### src/shared/flash_seq_pkg.sv
/*
  Package for the flash command sequencer: command codes, status bit positions,
  bus timing counts, controller register map and packed carriers.
  Assumes a 200 MHz clock and an asynchronous byte-wide flash on the far side.
*/
package flash_seq_pkg;

  // ----------------------------------------------------------------------
  // Flash command codes
  // ----------------------------------------------------------------------
  localparam logic [7:0] CMD_BYTE_WRITE = 8'h40;
  localparam logic [7:0] CMD_LOCK_SETUP = 8'h60;
  localparam logic [7:0] CMD_BLOCK_LOCK = 8'h01;
  localparam logic [7:0] CMD_MASTER_LOCK = 8'hF1;
  localparam logic [7:0] CMD_CONFIRM = 8'hD0;
  localparam logic [7:0] CMD_ERASE_SETUP = 8'h20;
  localparam logic [7:0] CMD_READ_ARRAY = 8'hFF;
  localparam logic [7:0] CMD_READ_STATUS = 8'h70;
  localparam logic [7:0] CMD_CLEAR_STATUS = 8'h50;

  // ----------------------------------------------------------------------
  // Flash status bits
  // ----------------------------------------------------------------------
  localparam int STATUS_READY_BIT = 7;
  localparam int STATUS_ERASE_CLEAR_ERROR = 5;
  localparam int STATUS_WRITE_SET_ERROR = 4;
  localparam int STATUS_SUPPLY_ERROR = 3;
  localparam int STATUS_PROTECT_DETECT = 1;

  // ----------------------------------------------------------------------
  // Bus timing
  // ----------------------------------------------------------------------
  localparam int CLK_MHZ = 200;
  localparam int STROBE_NS = 70;
  localparam int STROBE_CYC = (STROBE_NS * CLK_MHZ + 999) / 1000;
  localparam int GAP_NS = 30;
  localparam int GAP_CYC = (GAP_NS * CLK_MHZ + 999) / 1000;

  // ----------------------------------------------------------------------
  // Controller register map (byte addresses)
  // ----------------------------------------------------------------------
  localparam logic [3:0] REG_ADDR = 4'h0;
  localparam logic [3:0] REG_DATA = 4'h4;
  localparam logic [3:0] REG_CTRL = 4'h8;
  localparam logic [3:0] REG_STAT = 4'hC;

  // Operation selector written into the control register.
  localparam logic [2:0] OP_BYTE_WRITE = 3'h1;
  localparam logic [2:0] OP_BLOCK_ERASE = 3'h2;
  localparam logic [2:0] OP_BLOCK_LOCK = 3'h3;
  localparam logic [2:0] OP_MASTER_LOCK = 3'h4;
  localparam logic [2:0] OP_CLEAR_LOCKS = 3'h5;
  localparam logic [2:0] OP_CLEAR_STATUS = 3'h6;
  localparam logic [2:0] OP_READ_ARRAY = 3'h7;
  localparam logic [2:0] OP_READ = 3'h0;

  // Outcome codes reported by the full status check.
  localparam logic [2:0] RES_OK = 3'h0;
  localparam logic [2:0] RES_SUPPLY = 3'h1;
  localparam logic [2:0] RES_PROTECT = 3'h2;
  localparam logic [2:0] RES_SEQUENCE = 3'h3;
  localparam logic [2:0] RES_OP_FAIL = 3'h4;

  // ----------------------------------------------------------------------
  // Carriers
  // ----------------------------------------------------------------------
  typedef struct packed {
    logic we;
    logic [19:0] addr;
    logic [7:0] data;
  } cycle_req_s;

  typedef struct packed {
    logic ce_n;
    logic oe_n;
    logic we_n;
    logic [19:0] addr;
    logic [7:0] dq_out;
    logic dq_oe;
  } flash_pins_s;

endpackage : flash_seq_pkg
### src/rtl/flash_bus_cycle.sv
/*
  One asynchronous flash bus cycle, read or write, with strobe and recovery timing.
  Latches the request when start_i is seen in idle and assumes that dq_i is already
  synchronised.
*/
`timescale 1ns/100ps
`default_nettype none
module flash_bus_cycle (
  // Clock and reset
  input wire logic clk_i,
  input wire logic rst_i,
  // Request
  input wire logic start_i,
  input wire flash_seq_pkg::cycle_req_s req_i,
  output logic done_o,
  output logic [7:0] rdata_o,
  // Flash data in, synchronised
  input wire logic [7:0] dq_i,
  // Pins
  output flash_seq_pkg::flash_pins_s pins_o
);

  typedef enum logic [1:0] {CY_IDLE, CY_STROBE, CY_GAP} cycle_e;
  cycle_e state_r;
  logic [7:0] cnt_r;

  // ----------------------------------------------------------------------
  // Strobe sequencing
  // ----------------------------------------------------------------------
  always_ff @(posedge clk_i) begin
    done_o <= 1'b0;
    if (rst_i) begin
      state_r <= CY_IDLE;
      cnt_r <= 8'h00;
      rdata_o <= 8'h00;
      pins_o <= '{ce_n: 1'b1, oe_n: 1'b1, we_n: 1'b1, addr: 20'h0_0000,
                  dq_out: 8'h00, dq_oe: 1'b0};
    end else begin
      unique case (state_r)
        CY_IDLE: begin
          if (start_i) begin
            // The flash drives its outputs only while selected and read-enabled.
            pins_o.ce_n <= 1'b0;
            pins_o.addr <= req_i.addr;
            pins_o.we_n <= ~req_i.we;
            pins_o.oe_n <= req_i.we;
            pins_o.dq_oe <= req_i.we;
            pins_o.dq_out <= req_i.data;
            cnt_r <= 8'(flash_seq_pkg::STROBE_CYC);
            state_r <= CY_STROBE;
          end
        end
        CY_STROBE: begin
          cnt_r <= cnt_r - 8'h01;
          if (cnt_r == 8'h01) begin
            rdata_o <= dq_i;
            pins_o.ce_n <= 1'b1;
            pins_o.oe_n <= 1'b1;
            pins_o.we_n <= 1'b1;
            cnt_r <= 8'(flash_seq_pkg::GAP_CYC);
            state_r <= CY_GAP;
          end
        end
        CY_GAP: begin
          cnt_r <= cnt_r - 8'h01;
          if (cnt_r == 8'h01) begin
            pins_o.dq_oe <= 1'b0;
            done_o <= 1'b1;
            state_r <= CY_IDLE;
          end
        end
        default: state_r <= CY_IDLE;
      endcase
    end
  end

endmodule : flash_bus_cycle
`default_nettype wire

### src/rtl/flash_sequencer.sv
/*
  Host-side command and status sequencer for an asynchronous parallel flash.
  Software writes address, data and an operation over classic Wishbone; the block
  issues the two-cycle command, polls ready, runs the full status check and
  reports an outcome code. Assumes the flash pins run asynchronously to clk_i.
*/
`timescale 1ns/100ps
`default_nettype none
module flash_sequencer #(
  parameter int POLL_LIMIT = 65535
) (
  // Clock and reset
  input wire logic clk_i,
  input wire logic rst_i,
  // Wishbone slave
  input wire logic cyc_i,
  input wire logic stb_i,
  input wire logic we_i,
  input wire logic [3:0] adr_i,
  input wire logic [3:0] sel_i,
  input wire logic [31:0] dat_i,
  output logic [31:0] dat_o,
  output logic ack_o,
  // Flash pins
  output logic flash_ce_n_o,
  output logic flash_oe_n_o,
  output logic flash_we_n_o,
  output logic [19:0] flash_addr_o,
  output logic [7:0] flash_dq_o,
  output logic flash_dq_oe_o,
  input wire logic [7:0] flash_dq_i,
  input wire logic ready_busy_pin_i,
  output logic reset_powerdown_n_o
);

  typedef enum logic [3:0] {
    S_IDLE, S_FIRST, S_SECOND, S_POLL_RD, S_POLL_WAIT, S_CHECK, S_ARRAY, S_READ_DO
  } seq_e;

  seq_e state_r;
  logic [19:0] addr_r;
  logic [7:0] data_r;
  logic [2:0] op_r;
  logic check_each_r;
  logic busy_r;
  logic [2:0] result_r;
  logic [7:0] last_status_r;
  logic [7:0] read_data_r;
  logic error_pending_r;
  logic timeout_r;
  logic [15:0] poll_cnt_r;
  logic [7:0] dq_meta_r, dq_sync_r;
  logic rb_meta_r, rb_sync_r;
  logic cyc_start_r;
  flash_seq_pkg::cycle_req_s req_r;
  logic cyc_done;
  logic [7:0] cyc_rdata;
  flash_seq_pkg::flash_pins_s pins;
  logic wb_hit;
  logic go;

  assign wb_hit = cyc_i && stb_i && !ack_o;
  assign go = wb_hit && we_i && adr_i == flash_seq_pkg::REG_CTRL && sel_i[0] && !busy_r;

  // ----------------------------------------------------------------------
  // Pin input synchronisers
  // ----------------------------------------------------------------------
  always_ff @(posedge clk_i) begin
    dq_meta_r <= flash_dq_i;
    dq_sync_r <= dq_meta_r;
    rb_meta_r <= ready_busy_pin_i;
    rb_sync_r <= rb_meta_r;
  end

  flash_bus_cycle u_cycle (
    .clk_i(clk_i),
    .rst_i(rst_i),
    .start_i(cyc_start_r),
    .req_i(req_r),
    .done_o(cyc_done),
    .rdata_o(cyc_rdata),
    .dq_i(dq_sync_r),
    .pins_o(pins)
  );

  always_ff @(posedge clk_i) begin
    flash_ce_n_o <= pins.ce_n;
    flash_oe_n_o <= pins.oe_n;
    flash_we_n_o <= pins.we_n;
    flash_addr_o <= pins.addr;
    flash_dq_o <= pins.dq_out;
    flash_dq_oe_o <= pins.dq_oe;
    reset_powerdown_n_o <= !rst_i;
  end

  // ----------------------------------------------------------------------
  // Wishbone register access
  // ----------------------------------------------------------------------
  always_ff @(posedge clk_i) begin
    if (rst_i) begin
      ack_o <= 1'b0;
      dat_o <= 32'h0000_0000;
      addr_r <= 20'h0_0000;
      data_r <= 8'h00;
      op_r <= flash_seq_pkg::OP_READ;
      check_each_r <= 1'b1;
    end else begin
      ack_o <= wb_hit;
      if (wb_hit && we_i) begin
        unique case (adr_i)
          flash_seq_pkg::REG_ADDR: if (sel_i[0]) addr_r <= dat_i[19:0];
          flash_seq_pkg::REG_DATA: if (sel_i[0]) data_r <= dat_i[7:0];
          flash_seq_pkg::REG_CTRL: begin
            if (go) begin
              op_r <= dat_i[2:0];
              check_each_r <= dat_i[3];
            end
          end
          default: ;
        endcase
      end
      if (wb_hit && !we_i) begin
        unique case (adr_i)
          flash_seq_pkg::REG_ADDR: dat_o <= {12'h000, addr_r};
          flash_seq_pkg::REG_DATA: dat_o <= {24'h00_0000, read_data_r};
          flash_seq_pkg::REG_CTRL: dat_o <= {28'h000_0000, check_each_r, op_r};
          flash_seq_pkg::REG_STAT: dat_o <= {16'h0000, last_status_r, 1'b0, rb_sync_r,
                                             timeout_r, error_pending_r, result_r, busy_r};
          default: dat_o <= 32'h0000_0000;
        endcase
      end
    end
  end

  // ----------------------------------------------------------------------
  // Command sequencing
  // ----------------------------------------------------------------------
  always_ff @(posedge clk_i) begin
    cyc_start_r <= 1'b0;
    if (rst_i) begin
      state_r <= S_IDLE;
      busy_r <= 1'b0;
      result_r <= flash_seq_pkg::RES_OK;
      last_status_r <= 8'h00;
      read_data_r <= 8'h00;
      error_pending_r <= 1'b0;
      timeout_r <= 1'b0;
      poll_cnt_r <= 16'h0000;
      req_r <= '0;
    end else begin
      unique case (state_r)
        S_IDLE: begin
          if (go) begin
            busy_r <= 1'b1;
            timeout_r <= 1'b0;
            cyc_start_r <= 1'b1;
            req_r.we <= 1'b1;
            req_r.addr <= addr_r;
            state_r <= S_FIRST;
            unique case (dat_i[2:0])
              flash_seq_pkg::OP_BYTE_WRITE: req_r.data <= flash_seq_pkg::CMD_BYTE_WRITE;
              flash_seq_pkg::OP_BLOCK_ERASE: begin
                req_r.data <= flash_seq_pkg::CMD_ERASE_SETUP;
              end
              flash_seq_pkg::OP_BLOCK_LOCK,
              flash_seq_pkg::OP_MASTER_LOCK: req_r.data <= flash_seq_pkg::CMD_LOCK_SETUP;
              flash_seq_pkg::OP_CLEAR_LOCKS: req_r.data <= flash_seq_pkg::CMD_LOCK_SETUP;
              flash_seq_pkg::OP_CLEAR_STATUS: begin
                req_r.data <= flash_seq_pkg::CMD_CLEAR_STATUS;
                error_pending_r <= 1'b0;
                state_r <= S_ARRAY;
              end
              flash_seq_pkg::OP_READ_ARRAY: begin
                req_r.data <= flash_seq_pkg::CMD_READ_ARRAY;
                state_r <= S_ARRAY;
              end
              default: begin
                req_r.we <= 1'b0;
                state_r <= S_READ_DO;
              end
            endcase
          end
        end
        S_FIRST: begin
          if (cyc_done) begin
            cyc_start_r <= 1'b1;
            unique case (op_r)
              flash_seq_pkg::OP_BYTE_WRITE: req_r.data <= data_r;
              flash_seq_pkg::OP_BLOCK_LOCK: req_r.data <= flash_seq_pkg::CMD_BLOCK_LOCK;
              flash_seq_pkg::OP_MASTER_LOCK: req_r.data <= flash_seq_pkg::CMD_MASTER_LOCK;
              default: req_r.data <= flash_seq_pkg::CMD_CONFIRM;
            endcase
            state_r <= S_SECOND;
          end
        end
        S_SECOND: begin
          if (cyc_done) begin
            poll_cnt_r <= 16'(POLL_LIMIT);
            cyc_start_r <= 1'b1;
            req_r.we <= 1'b0;
            state_r <= S_POLL_RD;
          end
        end
        S_POLL_RD: begin
          // Reads now return the status register until array read is written.
          if (cyc_done) begin
            last_status_r <= cyc_rdata;
            state_r <= S_POLL_WAIT;
          end
        end
        S_POLL_WAIT: begin
          if (last_status_r[flash_seq_pkg::STATUS_READY_BIT] && rb_sync_r) begin
            state_r <= S_CHECK;
          end else if (poll_cnt_r == 16'h0000) begin
            timeout_r <= 1'b1;
            busy_r <= 1'b0;
            state_r <= S_IDLE;
          end else begin
            poll_cnt_r <= poll_cnt_r - 16'h0001;
            cyc_start_r <= 1'b1;
            state_r <= S_POLL_RD;
          end
        end
        S_CHECK: begin
          busy_r <= 1'b0;
          state_r <= S_IDLE;
          if (!check_each_r) begin
            result_r <= flash_seq_pkg::RES_OK;
          end else if (last_status_r[flash_seq_pkg::STATUS_SUPPLY_ERROR]) begin
            result_r <= flash_seq_pkg::RES_SUPPLY;
          end else if (last_status_r[flash_seq_pkg::STATUS_PROTECT_DETECT]) begin
            result_r <= flash_seq_pkg::RES_PROTECT;
          end else if (last_status_r[flash_seq_pkg::STATUS_WRITE_SET_ERROR]
                       && last_status_r[flash_seq_pkg::STATUS_ERASE_CLEAR_ERROR]) begin
            result_r <= flash_seq_pkg::RES_SEQUENCE;
          end else if (last_status_r[flash_seq_pkg::STATUS_WRITE_SET_ERROR]
                       || last_status_r[flash_seq_pkg::STATUS_ERASE_CLEAR_ERROR]) begin
            result_r <= flash_seq_pkg::RES_OP_FAIL;
          end else begin
            result_r <= flash_seq_pkg::RES_OK;
          end
          // Flags sticky errors so that software clears status before any retry.
          if (|{last_status_r[flash_seq_pkg::STATUS_SUPPLY_ERROR],
                last_status_r[flash_seq_pkg::STATUS_PROTECT_DETECT],
                last_status_r[flash_seq_pkg::STATUS_WRITE_SET_ERROR],
                last_status_r[flash_seq_pkg::STATUS_ERASE_CLEAR_ERROR]}) begin
            error_pending_r <= 1'b1;
          end
        end
        S_ARRAY: begin
          if (cyc_done) begin
            if (req_r.data == flash_seq_pkg::CMD_CLEAR_STATUS) begin
              last_status_r <= 8'h00;
              result_r <= flash_seq_pkg::RES_OK;
            end
            busy_r <= 1'b0;
            state_r <= S_IDLE;
          end
        end
        S_READ_DO: begin
          if (cyc_done) begin
            read_data_r <= cyc_rdata;
            busy_r <= 1'b0;
            state_r <= S_IDLE;
          end
        end
        default: state_r <= S_IDLE;
      endcase
    end
  end

endmodule : flash_sequencer
`default_nettype wire

### config.mk
export PLATFORM = sky130hd
export DESIGN_NAME = flash_sequencer
export DESIGN_NICKNAME = d
export VERILOG_FILES = /design/src/shared/flash_seq_pkg.sv /design/src/rtl/flash_bus_cycle.sv /design/src/rtl/flash_sequencer.sv
export SDC_FILE = /design/constraint.sdc
export NUM_CORES = 1
export LEC_CHECK = 0
export BUFFER_PORTS_ARGS = -buffer_cell sky130_fd_sc_hd__buf_2
export CAP_MARGIN = 20
export CELL_PAD_IN_SITES_DETAIL_PLACEMENT = 1
export CELL_PAD_IN_SITES_GLOBAL_PLACEMENT = 1
export CORE_MARGIN = 2
export CORE_UTILIZATION = 37
export DETAILED_ROUTE_END_ITERATION = 6
export PLACE_DENSITY = 0.76
export REMOVE_ABC_BUFFERS = 1
export SETUP_SLACK_MARGIN = 0.1
export SYNTH_ARGS = -nofsm -noshare
export SYNTH_HDL_FRONTEND = slang
export SYNTH_SLANG_ARGS = --single-unit
### constraint.sdc
create_clock -name clk_i -period 6 [get_ports clk_i]
set_clock_uncertainty 0.15 [all_clocks]
set_input_delay 0.6 -clock clk_i [delete_from_list [all_inputs] [get_ports clk_i]]
set_output_delay 0.6 -clock clk_i [all_outputs]
set_load 0.02 [all_outputs]
==> After elaboration in Yosys (flattened, before gate mapping) <==
Index checks and enable logic that the tools add are counted.
{ "totals": {"register_bits": 239, "inputBits": 54, "output_inout_bits": 66, "elab_cells": 204} }
{ "op_classes": {"n_addsub": 2, "eq_ne": 40, "n_mux": 64, "bitwise_logic": 2, "n_reduce_logical": 57} }
{ "ops": {"columns": ["operator", "n"], "rows": [
  ["20-bit one-hot mux with 4 select lines", 1],
  ["16-bit 2-to-1 mux", 3],
  ["8-bit 2-to-1 mux", 6],
  ["8-bit one-hot mux with 3 select lines", 2],
  ["8-bit one-hot mux with 5 select lines", 1],
  ["32-bit 2-to-1 mux", 1],
  ["16-bit one-hot mux with 2 select lines", 1],
  ["8-bit one-hot mux with 2 select lines", 2],
  ["29-bit 2-to-1 mux", 1],
  ["3-bit 2-to-1 mux", 9],
  ["4-bit one-hot mux with 6 select lines", 1],
  ["3-bit AND reduction", 8],
  ["4-bit by 3-bit == test with 1-bit output (second input constant)", 5],
  ["4-bit 2-to-1 mux", 5],
  ["4-bit AND reduction", 5],
  ["3-bit one-hot mux with 2 select lines", 3],
  ["2-bit nonzero test", 9],
  ["1-bit 2-to-1 mux", 17],
  ["16-bit zero test", 1],
  ["2-bit by 1-bit inequality test with 1-bit output (second input constant)", 8],
  ["16-bit by 1-bit subtractor with 16-bit output (second input constant)", 1],
  ["3-bit == test (second input constant)", 5],
  ["2-bit inequality test (second input constant)", 7],
  ["2-bit AND reduction", 5],
  ["30 further kinds", 58]
]} }

==> Depth between registers and ports, before layout <==
{ "logic_depth": {"ltp_word": 8, "mapped_depth": 9} }

==> Cells and area by module <==
Synthesis repeated with hierarchy kept, for this count alone.
{ "unflattened": {"cells_unflattened": 991, "hier_area_um2": 8740.9} }
{ "by_module_without_submodules": {"columns": ["mod", "n_inst", "cells_per_inst", "area_each_um2", "seq_area_each_um2"], "rows": [
  ["flash_sequencer", 1, 718, 6526.3, 3503.4],
  ["flash_bus_cycle", 1, 273, 2214.6, 1021.0]
]} }

==> Worst setup path before layout <==
OpenSTA, ideal clock, no wires.
{ "synth_timing": {"path_type": "input to register", "startpoint": "input adr_i[3]", "endpoint": "register req_r[4] (netlist bit)", "setup_ps": 86, "arrival_ps": 2121, "path_slack_ps": 3644, "cell_stages": 7, "cell_sequence": "buf_2 > nor4b_2 > nand4_2 > o31ai_4 > buf_2 > nor2_1 > a211oi_1"} }
{ "synth_via": {"elab_chain_len": 6} }
{ "synth_lines": {"columns": ["element", "line", "source"], "rows": [
  ["start: declaration", "flash_sequencer.sv:19", "input wire logic [3:0] adr_i,"],
  ["4-bit == test", "flash_sequencer.sv:63", "assign go = wb_hit && we_i && adr_i == flash_seq_pkg::REG_CTRL && sel_i[0] && !busy_r;"],
  ["1-bit logical AND (3 in a row)", "flash_sequencer.sv:63", null],
  ["2-bit inequality test (no source line)", null, null],
  ["4-bit AND reduction (no source line)", null, null],
  ["end: declaration", "flash_sequencer.sv:55", "flash_seq_pkg::cycle_req_s req_r;"]
]} }
No other way between the ends.
A chain may end at the register's enable or synchronous reset.

==> Worst setup path in the final report <==
{ "layout_timing": {"startpoint": "register state_r[2]", "endpoint": "register poll_cnt_r[5]"} }
{ "layout_via": {"elab_chain_len": 3, "word_cells_on_any_way": 8} }
{ "layout_lines": {"columns": ["element", "line", "source"], "rows": [
  ["start: declaration", "flash_sequencer.sv:40", "seq_e state_r;"],
  ["start signal: assignment", "flash_sequencer.sv:141", "state_r <= S_IDLE;"],
  ["start signal: assignment", "flash_sequencer.sv:159", "state_r <= S_FIRST;"],
  ["start signal: assignment", "flash_sequencer.sv:171", "state_r <= S_ARRAY;"],
  ["4-bit by 3-bit == test with 1-bit output / 4-bit by 2-bit == test with 1-bit output (equally long branches)", "flash_sequencer.sv:151", "unique case (state_r)"],
  ["2-bit inequality test (no source line) (tied with other cells)", null, null],
  ["4-bit AND reduction (no source line)", null, null],
  ["end signal: assignment", "flash_sequencer.sv:198", "poll_cnt_r <= 16'(POLL_LIMIT);"],
  ["end signal: assignment", "flash_sequencer.sv:219", "poll_cnt_r <= poll_cnt_r - 16'h0001;"],
  ["end: declaration", "flash_sequencer.sv:51", "logic [15:0] poll_cnt_r;"]
]} }
Several ways; a longest one is shown, not always the timed one.

==> metrics.md <==
| Metric | Value |
|---|---|
| Setup Buffers After CTS | `0` |
| Synthesized flop and latch total | `226` |
| Count of maximum capacitance violations | `0` |
| Crit Path Category | `register to register` |
| Transition time of the tightest slew-check pin | `1.07 ns` |
| Xor-xnor portion of the synthesized cell area | `0.399%` |
| Routability Congestion | `0.799` |
| Fraction of layout cells with a size suffix above 1 | `16.5%` |
| Post-detail-place hpwl | `15300 um` |
| Number of input and output port buffers inserted | `92` |
| Worst hold path type | `input pin to register` |
| Global-route wire length before repair | `36700 um` |
| Number of enable-type register cells in the synthesized netlist | `0` |
| Vias in the first global route | `7197` |
| Slew headroom | `29.0%` |
| Placeable core region | `0.0234 mm2` |
| Aggregate negative setup slack | `0 ns` |
| Clock network latency to the later pin of the worst-skew pair | `0.53 ns` |
| Number of DRC markers after the initial detailed-route iteration | `319` |
| Largest family of logic cells by synthesized area | `simple AND/OR/NAND/NOR gates` |
| Critical path arrival | `3.24 ns` |
| Level count of the clock H-tree | `1` |
| Worst hold slack after final layout | `0.0370 ns` |
| Ys flop type | `dfxtp_1` |
| Unrepaired setup endpoints after global routing | `no` |
| TritonCTS clock tree | `built` |
| Simple-Gate Fraction of Synth Area | `20.9%` |
| Number of antenna violations at the first check in global routing | `0` |
| Largest area contributor in the netlist | `dfxtp_1` |
| Highest achievable clock rate | `0.337 GHz` |
| Quantity of hold-fixing buffers added after cts | `0` |
| Worst Path Required | `6.28 ns` |
| Post-synthesis compound-gate area fraction | `15.5%` |
| Top-area cell type share of the netlist area | `51.5%` |
| Crit start category | `register` |
| Setup violators final | `0` |
| Number of top-level pins | `120` |
| Synth Area in Adders | `1.57%` |
| Effective utilization at floorplan | `37.5%` |
| Synthesis-to-layout area growth | `18.1%` |
| Number of fill cells in the layout | `2759` |
| Number of cells produced by synthesis | `976` |
| Vias/cell | `5.12` |
| Post-CTS resize count | `0` |
| Top cells by area in the synthesized netlist | `dfxtp_1 52%, nand2_1 7.9%, a21oi_1 5.9%` |
| Clock transition at path regs | `0.06 ns` |
| DIE WIDTH | `158 um` |
| Setup slack of the critical path after layout | `3.03 ns` |
| Pin count of the biggest net entering global routing | `95` |
| Mean instance size in the synthesized netlist | `9.00 um2` |
| Crit share post-route | `49.4%` |
| Post-synthesis instance area | `0.00878 mm2` |
| Cell-by-cell listing of the critical path | `nor2b_1, a2bb2oi_1, or2_0, or4_2, a31oi_1` |
| Aggregate global routing overflow | `0` |
| Clock Tree Buf Depth | `3` |
| Crit path capture type | `register` |
| Fin util | `44.3%` |
| Delay of the slowest cell on the worst path | `0.76 ns` |
| DRC Markers | `0` |
| Sink count of the clock tree | `226` |
| Syn. warnings | `0` |
| Worst IR Drop VDD | `0.234 mV` |
| Routed length per placed instance | `16.4 um` |
| Overall die height | `158 um` |
| Number of hold violations in the final report | `0` |
| Outcome | `completed` |
| Vias post-DR | `7084` |
| Synth async-reset ratio | `0%` |
| Number of nets with antenna violations after routing | `0` |
| Global router's overall resource usage | `18.2%` |
| Post-synthesis mux area share | `5.24%` |
| Antenna cell count | `0` |
| Max stage delay cell, worst path | `or4_2` |
| Cell row count | `56` |
| Distinct cells, synth | `70` |
| Shortest clock period the worst path allows after layout | `2.97 ns` |
| Worst Path Max Fanout | `21` |
| Max Transition Viols Final | `0` |
| Number of buffers added by the clock tree synthesis step | `26` |
| Die area | `0.0250 mm2` |
| Aggregate routed wire length | `22700 um` |
| Share of synthesized area occupied by flip-flops and latches | `51.5%` |
| Static leakage | `3.91 nW` |
| Net count of the finished layout | `1109` |
| Setup slack after placement | `2.92 ns` |
| Cell with the most instances after synthesis | `dfxtp_1` |
| Total power after layout | `3.99 mW` |
| Iteration count of the initial detailed-routing pass | `4` |
| Power per unit of standard cell area | `385 mW/mm2` |
| Buffer cell driving the clock tree root | `clkbuf_16` |
| Most frequent cells after synthesis | `226 x dfxtp_1, 186 x nand2_1, 104 x a21oi_1` |
==> layer usage <==
metal	GRT usage, %	wire length [um]
met4	4.08	444
met2	31.2	10700
met1	24.2	10700
met3	2.76	820
met5	0	0
==> cell type report <==
| class | instances | area, um2 | area share (%) |
|---|---|---|---|
| timing repair buffer | 98 | 505 | 4.87 |
| clock inverter | 15 | 254 | 2.45 |
| tap | 319 | 399 | 3.85 |
| clock buffer | 33 | 717 | 6.91 |
| sequential | 226 | 4520 | 43.6 |
| inverter | 21 | 78.8 | 0.760 |
| multi-input combinational | 671 | 3890 | 37.5 |
==> worst max-delay path: cells and delay by family, from the launching register on <==
kind / cells / cell delay, ns
AO/OA/AOI/OAI: 2 / 0.32
flip-flops: 1 / 0.74
AND/OR/NAND/NOR: 3 / 1.64
==> logic make-up after synthesis <==
family	Yosys count
and+or+nand+nor	387
other	1
AOI/OAI and AO/OA	216
xor gates and xnor gates	4
muxes	41
buffers and inverters	90
adders and majority gates	11
DFF	226
==> path summary, 6_finish.rpt <==
check,depth (start not counted),slack (ns),end,start
max reg2reg,5,3.03,poll_cnt_r[5]$_SDFFE_PP0P_,state_r[2]$_SDFFE_PP0P_
max,5,3.03,poll_cnt_r[5]$_SDFFE_PP0P_,state_r[2]$_SDFFE_PP0P_
min,1,0.04,dq_meta_r[3]$_DFF_P_,flash_dq_i[3]
min reg2reg,0,0.18,dq_sync_r[0]$_DFF_P_,dq_meta_r[0]$_DFF_P_
==> flip-flops by register name (all words and copies together) (netlist names), 16 cells and up <==
name	flops
addr_r	20
dat_o	20
flash_addr_o	20
poll_cnt_r	16
req_r	29
u_cycle.pins_o	32
==> power by group <==
group / total [mW] / switching [mW] / internal (mW)
combinational: 0.619 / 0.388 / 0.232
clock: 1.75 / 0.641 / 1.11
sequential: 1.62 / 0.0712 / 1.55
==> cells in the final DEF, fill, tap and decap left out, types with 3 or more instances in the layout <==
cell / Yosys / layout
a21o_1: 5 / 5
dfxtp_1: 226 / 226
nor3_1: 18 / 18
mux4_2: 4 / 4
mux2i_1: 37 / 37
a311oi_1: 6 / 6
o41ai_1: 4 / 4
a22o_1: 17 / 17
conb_1: 1 / 12
a22oi_1: 13 / 13
a211oi_1: 12 / 12
a31o_2: 3 / 3
clkbuf_1: 44 / 3
a21oi_1: 104 / 104
or4_2: 4 / 4
and2_1: 10 / 10
clkinvlp_4: 0 / 4
o21ai_0: 21 / 21
o31ai_1: 7 / 7
clkbuf_8: 1 / 4
buf_2: 7 / 91
nand4b_1: 3 / 3
clkbuf_16: 0 / 26
bufinv_16: 0 / 6
nand4_1: 5 / 5
or2_2: 5 / 5
nand2_1: 186 / 186
or3_1: 4 / 4
nor4_1: 5 / 4
a31oi_1: 12 / 12
or4_1: 3 / 3
nand2b_1: 11 / 11
inv_1: 20 / 20
nand3_1: 13 / 13
nor2_1: 86 / 86
ha_1: 11 / 11
nor4b_1: 3 / 3
nor2b_1: 6 / 6
buf_4: 13 / 6
==> metrics by stage <==
step	instance area [um2]	instances
floorplan	8480	918
global placement	9400	1334
detailed placement	9400	1334
CTS	10400	1382
global route	10400	1383
finish	10400	1383
Note: power is estimated with default switching activity, not from simulation.
